==> src/hw/uart_status_pkg.sv <==
/*
  Shared constants for the serial status flag block: register map,
  field positions, reset values and receiver sampling figures.
  Assumes a 16x oversampling tick from an external baud generator.
*/
package uart_status_pkg;

  // ----------------------------------------------------------------
  // register map (byte addresses)
  // ----------------------------------------------------------------
  localparam logic [3:0] ADDR_STATUS_ONE = 4'h0;
  localparam logic [3:0] ADDR_DATA       = 4'h4;
  localparam logic [3:0] ADDR_CTRL_TWO   = 4'h8;
  localparam logic [3:0] ADDR_CONFIG     = 4'hc;

  // ----------------------------------------------------------------
  // serial_status_one field positions
  // ----------------------------------------------------------------
  localparam int STS_TX_BUFFER_EMPTY = 7;
  localparam int STS_TC   = 6;
  localparam int STS_RX_BUFFER_FULL = 5;
  localparam int STS_IDLE = 4;
  localparam int STS_OVR  = 3;
  localparam int STS_NF   = 2;
  localparam int STS_FE   = 1;
  localparam int STS_PF   = 0;
  localparam logic [7:0] RST_STATUS_ONE = 8'hc0;

  // ----------------------------------------------------------------
  // serial_control_two and config field positions
  // ----------------------------------------------------------------
  localparam int CTL_TIE   = 7;
  localparam int CTL_TE    = 3;
  localparam int CTL_SBK   = 0;
  localparam int CFG_NINE  = 0;
  localparam int CFG_PE    = 1;
  localparam int CFG_PODD  = 2;
  localparam int CFG_ILT   = 3;
  localparam int CFG_LONG_BREAK_DETECT_EN = 4;
  localparam int CFG_RX8   = 7;

  // ----------------------------------------------------------------
  // receiver sampling and idle figures
  // ----------------------------------------------------------------
  localparam int         OVS_RATE        = 16;
  localparam logic [3:0] TICK_LAST       = 4'hf;
  localparam logic [3:0] START_SMP_FIRST = 4'h1;
  localparam logic [3:0] START_SMP_LAST  = 4'h7;
  localparam logic [2:0] START_SMP_HALF  = 3'h4;
  localparam logic [3:0] BIT_SMP_FIRST   = 4'h7;
  localparam logic [3:0] BIT_SMP_LAST    = 4'h9;
  localparam logic [2:0] BIT_SMP_ALL     = 3'h3;
  localparam logic [2:0] BIT_SMP_HALF    = 3'h2;
  localparam logic [3:0] LAST_BIT_EIGHT  = 4'h7;
  localparam logic [3:0] LAST_BIT_NINE   = 4'h8;
  localparam logic [3:0] IDLE_BITS_EIGHT = 4'ha;
  localparam logic [3:0] IDLE_BITS_NINE  = 4'hb;

  typedef enum logic [1:0] {RX_IDLE, RX_START, RX_DATA, RX_STOP} rx_state_e;

endpackage

==> src/hw/uart_status_flags.sv <==
/*
  Status flag logic of an asynchronous serial port: first status
  register, data register clear sequences, small oversampling receiver.
  Assumes a 16x baud tick pulse, a transmitter outside that reports
  buffer-to-shifter loads and its shifting activity, synchronous inputs.
*/
// The placing of the registers and strobed register access are this design's own decisions.
// Behaviour
// - status register read-only, writes ignored
// - tx empty set on reset, shifter load
// - tx empty cleared by status read, data write
// - complete set when empty and nothing shifting
// - complete cleared by data, preamble, break request
// - rx full set when character lands
// - rx full cleared by status, data read
// - idle set after 10/11 high bit times
// - idle count may start after start bit
// - idle count may start after stop bit
// - idle cleared by status read, data read
// - idle rearmed only by new character
// - overrun set, new character discarded
// - overrun cleared by status, data read
// - seven/three samples, disagreement sets noise
// - noise cleared by any status, data read
// - framing error on low stop bit
// - framing cleared by status, data read
// - parity error on mismatch when enabled
// - parity cleared by any status, data read
// - long break detect blocks full, framing
// - tx interrupt while empty and enabled
`timescale 1ns/1ps

module uart_status_flags #(
  parameter int OVS = 16
) (
  // clock and reset
  input  wire logic       mclk_i,
  input  wire logic       sys_rst_i,
  // register port
  input  wire logic [3:0] addr_i,
  input  wire logic [7:0] wdata_i,
  input  wire logic       wr_i,
  input  wire logic       rd_i,
  output logic      [7:0] rdata_o,
  // receive line
  input  wire logic       rxd_i,
  input  wire logic       baud_tick_i,
  // transmitter side
  input  wire logic       tx_shift_load_i,
  input  wire logic       tx_active_i,
  output logic      [7:0] tx_data_o,
  output logic            tx_data_wr_o,
  output logic            tx_preamble_o,
  output logic            tx_on_o,
  output logic            queue_break_o,
  output logic            nine_bit_o,
  output logic            parity_en_o,
  output logic            parity_odd_o,
  output logic            tx_irq_o
);

  // ----------------------------------------------------------------
  // elaboration check
  // ----------------------------------------------------------------
  if (OVS != uart_status_pkg::OVS_RATE) begin : g_bad_ovs
    $error("sample positions serve only 16x oversampling");
  end

  // ----------------------------------------------------------------
  // state
  // ----------------------------------------------------------------
  typedef struct packed {
    logic                        tx_buffer_empty;
    logic                        tc;
    logic                        rx_buffer_full;
    logic                        idle;
    logic                        ovr;
    logic                        nf;
    logic                        fe;
    logic                        pf;
    logic [7:0]                  snap;
    logic                        snap_seen;
    logic                        tx_pend;
    logic [7:0]                  tx_buf;
    logic                        tx_wr;
    logic                        tx_pre;
    logic                        tx_irq;
    logic                        tx_empty_irq_en;
    logic                        te;
    logic                        queue_break;
    logic                        nine;
    logic                        pe;
    logic                        podd;
    logic                        idle_count_after_stop;
    logic                        long_break_detect_en;
    logic [7:0]                  rdata;
    uart_status_pkg::rx_state_e  rx_st;
    logic [3:0]                  tick;
    logic [3:0]                  bit_idx;
    logic [2:0]                  ones;
    logic [8:0]                  shreg;
    logic                        noise;
    logic                        par;
    logic                        rx_prev;
    logic [3:0]                  idle_bits;
    logic                        idle_arm;
    logic [8:0]                  rx_data;
  } state_s;

  state_s     s_r;
  state_s     s_nxt;
  logic [7:0] status;
  logic       st_rd;
  logic       dat_rd;
  logic       dat_wr;
  logic       ctl_wr;
  logic       cfg_wr;
  logic       te_rise;
  logic       sbk_set;
  logic       tx_req;
  logic       rx_clr;
  logic       tx_buffer_empty_clr;
  logic       tc_clr;
  logic       rx_buffer_full_clr;
  logic       idle_clr;
  logic       ovr_clr;
  logic       fe_clr;
  logic       rx_buffer_full_busy;
  logic       frame_done;
  logic       accept;
  logic       idle_set;
  logic       bit_val;
  logic       bit_nz;
  logic       f_fe;
  logic       f_nf;
  logic       f_pf;
  logic [8:0] f_data;
  logic [3:0] idle_lim;
  logic [3:0] last_bit;
  logic [7:0] rd_word;

  // ----------------------------------------------------------------
  // register decode and clear sequences
  // ----------------------------------------------------------------
  // writes to the status address decode to nothing
  assign st_rd   = rd_i && (addr_i == uart_status_pkg::ADDR_STATUS_ONE);
  assign dat_rd  = rd_i && (addr_i == uart_status_pkg::ADDR_DATA);
  assign dat_wr  = wr_i && (addr_i == uart_status_pkg::ADDR_DATA);
  assign ctl_wr  = wr_i && (addr_i == uart_status_pkg::ADDR_CTRL_TWO);
  assign cfg_wr  = wr_i && (addr_i == uart_status_pkg::ADDR_CONFIG);
  assign te_rise = ctl_wr && wdata_i[uart_status_pkg::CTL_TE] && !s_r.te;
  assign sbk_set = ctl_wr && wdata_i[uart_status_pkg::CTL_SBK];
  assign tx_req  = dat_wr || te_rise || sbk_set;

  // clears other than noise and parity act only on flags seen set by an earlier status read
  assign rx_clr   = dat_rd && s_r.snap_seen;
  assign tx_buffer_empty_clr = dat_wr && s_r.snap_seen && s_r.snap[uart_status_pkg::STS_TX_BUFFER_EMPTY];
  assign tc_clr   = tx_req && s_r.snap_seen && s_r.snap[uart_status_pkg::STS_TC];
  assign rx_buffer_full_clr = rx_clr && s_r.snap[uart_status_pkg::STS_RX_BUFFER_FULL];
  assign idle_clr = rx_clr && s_r.snap[uart_status_pkg::STS_IDLE];
  assign ovr_clr  = rx_clr && s_r.snap[uart_status_pkg::STS_OVR];
  assign fe_clr   = rx_clr && s_r.snap[uart_status_pkg::STS_FE];

  assign status   = {s_r.tx_buffer_empty, s_r.tc, s_r.rx_buffer_full, s_r.idle,
                     s_r.ovr, s_r.nf, s_r.fe, s_r.pf};
  assign idle_lim = s_r.nine ? uart_status_pkg::IDLE_BITS_NINE
                             : uart_status_pkg::IDLE_BITS_EIGHT;
  assign last_bit = s_r.nine ? uart_status_pkg::LAST_BIT_NINE
                             : uart_status_pkg::LAST_BIT_EIGHT;

  // ----------------------------------------------------------------
  // per-bit sample evaluation
  // ----------------------------------------------------------------
  // majority of three samples, noise on any disagreement
  assign bit_val = (s_r.ones >= uart_status_pkg::BIT_SMP_HALF);
  assign bit_nz  = (s_r.ones != 3'h0) && (s_r.ones != uart_status_pkg::BIT_SMP_ALL);

  // frame results at the end of the stop bit
  assign frame_done = baud_tick_i && (s_r.rx_st == uart_status_pkg::RX_STOP)
                      && (s_r.tick == uart_status_pkg::TICK_LAST);
  assign f_fe   = !bit_val;
  assign f_nf   = s_r.noise || bit_nz;
  assign f_pf   = s_r.pe && (s_r.par != s_r.podd);
  assign f_data = s_r.nine ? s_r.shreg : {1'b0, s_r.shreg[8:1]};

  // a character lands only into an empty buffer or one cleared in the same cycle
  assign rx_buffer_full_busy = s_r.rx_buffer_full && !rx_buffer_full_clr;
  assign accept    = frame_done && !s_r.long_break_detect_en && !rx_buffer_full_busy;
  assign idle_set  = s_r.idle_arm && (s_r.idle_bits >= idle_lim);

  // ----------------------------------------------------------------
  // read data mux
  // ----------------------------------------------------------------
  always_comb begin
    rd_word = 8'h00;
    if (st_rd) begin
      rd_word = status;
    end else if (dat_rd) begin
      rd_word = s_r.rx_data[7:0];
    end else if (rd_i && (addr_i == uart_status_pkg::ADDR_CTRL_TWO)) begin
      rd_word[uart_status_pkg::CTL_TIE] = s_r.tx_empty_irq_en;
      rd_word[uart_status_pkg::CTL_TE]  = s_r.te;
      rd_word[uart_status_pkg::CTL_SBK] = s_r.queue_break;
    end else if (rd_i && (addr_i == uart_status_pkg::ADDR_CONFIG)) begin
      rd_word[uart_status_pkg::CFG_NINE]  = s_r.nine;
      rd_word[uart_status_pkg::CFG_PE]    = s_r.pe;
      rd_word[uart_status_pkg::CFG_PODD]  = s_r.podd;
      rd_word[uart_status_pkg::CFG_ILT]   = s_r.idle_count_after_stop;
      rd_word[uart_status_pkg::CFG_LONG_BREAK_DETECT_EN] = s_r.long_break_detect_en;
      rd_word[uart_status_pkg::CFG_RX8]   = s_r.rx_data[8];
    end
  end

  // ----------------------------------------------------------------
  // next state
  // ----------------------------------------------------------------
  always_comb begin
    s_nxt        = s_r;
    s_nxt.tx_wr  = dat_wr;
    s_nxt.tx_pre = te_rise;
    s_nxt.rdata  = rd_word;

    // control and config writes
    if (ctl_wr) begin
      s_nxt.tx_empty_irq_en = wdata_i[uart_status_pkg::CTL_TIE];
      s_nxt.te  = wdata_i[uart_status_pkg::CTL_TE];
      s_nxt.queue_break = wdata_i[uart_status_pkg::CTL_SBK];
    end
    if (cfg_wr) begin
      s_nxt.nine  = wdata_i[uart_status_pkg::CFG_NINE];
      s_nxt.pe    = wdata_i[uart_status_pkg::CFG_PE];
      s_nxt.podd  = wdata_i[uart_status_pkg::CFG_PODD];
      s_nxt.idle_count_after_stop   = wdata_i[uart_status_pkg::CFG_ILT];
      s_nxt.long_break_detect_en = wdata_i[uart_status_pkg::CFG_LONG_BREAK_DETECT_EN];
    end
    if (dat_wr) begin
      s_nxt.tx_buf = wdata_i;
    end

    // status read snapshot, consumed by the next data access
    if (st_rd) begin
      s_nxt.snap      = status;
      s_nxt.snap_seen = 1'b1;
    end else if (dat_rd || dat_wr) begin
      s_nxt.snap      = 8'h00;
      s_nxt.snap_seen = 1'b0;
    end

    // transmit flags, set wins over clear for tx empty, clear wins for complete
    s_nxt.tx_buffer_empty = tx_shift_load_i || (s_r.tx_buffer_empty && !tx_buffer_empty_clr);
    if (tx_req) begin
      s_nxt.tx_pend = 1'b1;
    end else if (tx_active_i) begin
      s_nxt.tx_pend = 1'b0;
    end
    s_nxt.tc = (s_r.tx_buffer_empty && !tx_active_i && !s_r.tx_pend && !tx_req)
               || (s_r.tc && !tc_clr);
    s_nxt.tx_irq = s_nxt.tx_empty_irq_en && s_nxt.tx_buffer_empty;

    // receive flags; error bits travel with the character
    s_nxt.rx_buffer_full = accept || rx_buffer_full_busy;
    s_nxt.ovr  = (frame_done && !s_r.long_break_detect_en && rx_buffer_full_busy) || (s_r.ovr && !ovr_clr);
    if (accept) begin
      s_nxt.rx_data = f_data;
      s_nxt.fe      = f_fe;
      s_nxt.nf      = f_nf;
      s_nxt.pf      = f_pf;
    end else begin
      s_nxt.fe = s_r.fe && !fe_clr;
      s_nxt.nf = s_r.nf && !rx_clr;
      s_nxt.pf = s_r.pf && !rx_clr;
    end
    s_nxt.idle = idle_set || (s_r.idle && !idle_clr);
    if (accept) begin
      s_nxt.idle_arm = 1'b1;
    end else if (idle_set) begin
      s_nxt.idle_arm = 1'b0;
    end

    // receiver, one step per oversampling tick
    if (baud_tick_i) begin
      s_nxt.tick    = s_r.tick + 4'h1;
      s_nxt.rx_prev = rxd_i;
      case (s_r.rx_st)
        uart_status_pkg::RX_IDLE: begin
          if (s_r.tick == uart_status_pkg::TICK_LAST) begin
            if (!rxd_i) begin
              s_nxt.idle_bits = 4'h0;
            end else if (s_r.idle_bits != 4'hf) begin
              s_nxt.idle_bits = s_r.idle_bits + 4'h1;
            end
          end
          if (s_r.rx_prev && !rxd_i) begin
            s_nxt.rx_st     = uart_status_pkg::RX_START;
            s_nxt.tick      = 4'h0;
            s_nxt.ones      = 3'h0;
            s_nxt.bit_idx   = 4'h0;
            s_nxt.par       = 1'b0;
            s_nxt.idle_bits = 4'h0;
          end
        end
        uart_status_pkg::RX_START: begin
          // seven samples in the start bit
          if (s_r.tick >= uart_status_pkg::START_SMP_FIRST
              && s_r.tick <= uart_status_pkg::START_SMP_LAST) begin
            s_nxt.ones = s_r.ones + {2'b00, rxd_i};
          end
          if (s_r.tick == uart_status_pkg::TICK_LAST) begin
            s_nxt.ones  = 3'h0;
            s_nxt.noise = (s_r.ones != 3'h0);
            s_nxt.rx_st = (s_r.ones >= uart_status_pkg::START_SMP_HALF)
                          ? uart_status_pkg::RX_IDLE : uart_status_pkg::RX_DATA;
          end
        end
        uart_status_pkg::RX_DATA, uart_status_pkg::RX_STOP: begin
          if (s_r.tick >= uart_status_pkg::BIT_SMP_FIRST
              && s_r.tick <= uart_status_pkg::BIT_SMP_LAST) begin
            s_nxt.ones = s_r.ones + {2'b00, rxd_i};
          end
          if (s_r.tick == uart_status_pkg::TICK_LAST) begin
            s_nxt.ones  = 3'h0;
            s_nxt.noise = s_r.noise || bit_nz;
            // idle counting from the first data bit or after stop
            if (s_r.idle_count_after_stop || !bit_val) begin
              s_nxt.idle_bits = 4'h0;
            end else begin
              s_nxt.idle_bits = s_r.idle_bits + 4'h1;
            end
            if (s_r.rx_st == uart_status_pkg::RX_STOP) begin
              s_nxt.rx_st = uart_status_pkg::RX_IDLE;
            end else begin
              s_nxt.shreg   = {bit_val, s_r.shreg[8:1]};
              s_nxt.par     = s_r.par ^ bit_val;
              s_nxt.bit_idx = s_r.bit_idx + 4'h1;
              if (s_r.bit_idx == last_bit) begin
                s_nxt.rx_st = uart_status_pkg::RX_STOP;
              end
            end
          end
        end
        default: begin
          s_nxt.rx_st = uart_status_pkg::RX_IDLE;
        end
      endcase
    end

    // synchronous reset: only the transmit flags stand set
    if (sys_rst_i) begin
      s_nxt         = '0;
      s_nxt.tx_buffer_empty    = 1'b1;
      s_nxt.tc      = 1'b1;
      s_nxt.rx_prev = 1'b1;
    end
  end

  // state register
  always_ff @(posedge mclk_i) begin
    s_r <= s_nxt;
  end

  // ----------------------------------------------------------------
  // outputs, all from flip-flops
  // ----------------------------------------------------------------
  assign rdata_o       = s_r.rdata;
  assign tx_data_o     = s_r.tx_buf;
  assign tx_data_wr_o  = s_r.tx_wr;
  assign tx_preamble_o = s_r.tx_pre;
  assign tx_on_o       = s_r.te;
  assign queue_break_o = s_r.queue_break;
  assign nine_bit_o    = s_r.nine;
  assign parity_en_o   = s_r.pe;
  assign parity_odd_o  = s_r.podd;
  assign tx_irq_o      = s_r.tx_irq;

endmodule // uart_status_flags

==> config.mk <==
export PLATFORM = sky130hd
export DESIGN_NAME = uart_status_flags
export DESIGN_NICKNAME = d
export VERILOG_FILES = /design/src/hw/uart_status_pkg.sv /design/src/hw/uart_status_flags.sv
export SDC_FILE = /design/constraint.sdc
export NUM_CORES = 1
export LEC_CHECK = 0
export BUFFER_PORTS_ARGS = -buffer_cell sky130_fd_sc_hd__buf_2
export CORE_ASPECT_RATIO = 1.2
export CORE_MARGIN = 3
export CORE_UTILIZATION = 45
export DETAILED_ROUTE_END_ITERATION = 10
export GPL_ROUTABILITY_DRIVEN = 1
export HOLD_SLACK_MARGIN = 0.06
export PLACE_DENSITY = 0.66
export SYNTH_ARGS = -nofsm -noshare
export SYNTH_HDL_FRONTEND = slang
export SYNTH_SLANG_ARGS = --single-unit
==> constraint.sdc <==
create_clock -name mclk_i -period 3 [get_ports mclk_i]
set_input_delay 0.45 -clock mclk_i [delete_from_list [all_inputs] [get_ports mclk_i]]
set_output_delay 0.45 -clock mclk_i [all_outputs]
set_load 0.03 [all_outputs]
==> results.toml <==
[outcome]
status = "finished, final reports clean"

[clock_network]
clock_sinks = 82
cts_resized = 0
htree_levels = 3
clockBufferDepth = 2
cts_tree = "built"
post_cts.repair.setup_buffers = 0
cts_root_buf = "clkbuf_8"
hold_buffers = 0
cts_made_buffers = 9
clk_pin_slew_ps = 80
clk_latency_ps = 350

[yosys]
ys_warn_count = 0
ys_seq_elements = 82
synth_cell_types = 64
synthesis.nets = 468
synthArstFlopShare_pct = 0
synth_edf_count = 0
synthesis.area_um2 = 3880
syn_area_per_cell_um2 = 8.81
synth_seq_area_share_pct = 42.3
syn_inst = 440
synthFlopType = "dfxtp_1"

[setup_path]
r2r_setup_slack_ps = 820
reg2reg_from = "s_r[33]"
slowest_stage = "nor2_1"
start_kind = "register"
slowest_delay_ps = 630
crit_top_cell = "nor2_1"
worstSetupPathType = "register to register"
path_delay_family = "simple AND/OR/NAND/NOR gates"
required_ps = 3260
ff2ff_path_depth = 5
path_cells = "ha_1 > nand4_2 > nor2_1 > nor2_1 > a211oi_1"
crit_buf_inv = 0
endpoint_kind = "register"
worstPathArrival_ps = 2440
worstPathMaxFanout = 17
timing.rr.end = "s_r[25]"

[detailed_routing]
drt_iter0_markers = 163
finalWirelength_mm = 8.35
vias_per_cell = 5.51
drt_pre_antenna_iters = 4
ant_nets = 0
route.vias.total = 3159
drc = 0
wl_per_cell_um = 14.6

[hold_path]
min_delay_path_depth = 3
min_from = "tx_shift_load_i"
hold_end = "s_r[83]"
hp-class = "primary input to register"

[floorplan]
ioPinCount = 44
die_area_um2 = 9770
fp.coreArea_um2 = 8240
die_h_um = 108
die_w_um = 90.7
rows = 36
start_util_pct = 47.0

[finish]
n_fill_cell = 780
fin_util_pct = 51.7
final_nets = 482
layout_commonest_cell = "dfxtp_1"
drive_gt1_share_pct = 17.2
final_cell_mix = "dfxtp_1 (82), a21oi_1 (56), nand2_1 (45), buf_2 (43), nor2_1 (28)"
antennaDiodeCount = 0
areaGrowthSynthToFinish_pct = 9.97
final_cells = 573

[pwr]
peakVddDrop_v = 0.000263
power.density_nw_per_um2 = 522
leakage_nw = 1.54

[placement]
portBuffers = 43
hpwlAfterDp_mm = 5.91
gp_congestion = 0.813
dp_cells = 557

[sta]
slew_violations = 0
finalCritPeriodShare_pct = 72.5
rsz0062_at_grt = "no"
relSlewSlack_pct = 50.6
fin_tns_setup_ps = 0
min_period_ps = 2180
worst_pin_slew_ps = 741
setup_viol = 0
finClkSkew_ps = 12.1
finalHoldViolations = 0
hold_ws_ps = 311
fmax_ghz = 0.459

[global_routing]
grt_pass1_vias = 2831
met3_usage_pct = 5.17
gr-usage-met1_pct = 22.8
grt_use_met2_pct = 26.8
grt_max_degree = 71
grt.total_usage_pct = 17.5
top_usage_layer = "met2"
gr-total-overflow = 0
antenna_found_initial = 0
grt_pass1_wl_mm = 13.8

[flow_run]
cap_violations = 0
==> how the worst max path moves through the flow <==
stage	depth (start not counted)	from	to
after floorplan	5	s_r[33]	s_r[78]
after global placement	6	addr_i[2]	s_r[0]
after detailed placement	6	addr_i[2]	s_r[2]
after CTS	5	s_r[33]	s_r[25]
after global routing	5	s_r[33]	s_r[25]
final	5	s_r[33]	s_r[25]
==> per-stage QoR <==
stage          cell area, um2  power [mW]  worst slack [ps]
6_report                 4260        2.23               824
5_1_grt                  4260        2.32               542
4_1_cts                  4260        2.25               810
3_5_place_dp             4020        1.27               781
3_3_place_gp             4020        1.27               862
2_1_floorplan            3880        1.24              1280
==> cells in the mapped netlist, types with 5 or more instances <==
library cell	n	area share, %
nand2_1	45	4.4
ha_1	8	2.6
a22oi_1	5	0.97
dfxtp_1	82	42
or4_1	6	1.2
o31ai_1	7	1.4
nand3_1	8	1.0
nand4_1	7	1.1
nand2b_1	5	0.81
buf_4	19	3.7
nor2_1	28	2.7
mux2i_1	18	4.6
o21ai_1	16	2.1
a311oi_1	8	1.8
nor4_1	5	0.81
clkbuf_1	14	1.4
inv_1	15	1.5
o21ai_0	7	0.90
buf_2	10	1.3
a21oi_1	56	7.2
==> sequential cells by signal (all words and copies together) (netlist names), named ones only <==
| register | flops |
|---|---|
| tx_irq_o | 1 |
| queue_break_o | 1 |
| rdata_o | 8 |
| parity_odd_o | 1 |
| tx_preamble_o | 1 |
| tx_data_wr_o | 1 |
| s_r | 57 |
| nine_bit_o | 1 |
| tx_on_o | 1 |
| tx_data_o | 8 |
| parity_en_o | 1 |
==> where the power goes <==
group	total, mW	internal (mW)	switching, mW
logic	0.136	0.0480	0.0878
clock network	0.980	0.561	0.419
registers	1.11	1.10	0.0142
==> kinds of logic (layout without fill, tap and decap cells) <==
kind of cell             after synthesis  after routing  synth area share, %
AND/OR/NAND/NOR                      134            134                 18.5
AO/OA/AOI/OAI                        130            130                 21.9
flip-flops                            82             82                 42.3
buffers and inverters                 60             79                 7.97
multiplexers                          21             21                 5.52
adder cells (fa/ha/maj)                8              8                 2.58
XOR/XNOR                               5              5                 1.13
==> cell type report <==
class,count,area [um2],share of cell area (%)
Clock inverter,7,124,2.90
Multi-Input combinational cell,298,1930,45.2
Clock buffer,9,124,2.90
Inverter,16,60.1,1.41
Tap cell,114,143,3.35
Sequential cell,82,1640,38.5
Timing Repair Buffer,47,245,5.75
==> worst register-to-register path, stage by stage, from the launching register on <==
cell	delay (ps)
dfxtp_1	420
ha_1	320
nand4_2	420
nor2_1	630
nor2_1	80
a211oi_1	220
==> metal layers <==
metal  vias to the layer above  routed length, um
li1                       1614                  -
met1                      1462               4010
met2                        67               3750
met3                        16                353
met4                         0                237
met5                         -                  0
(Power assumes the default switching activity.)
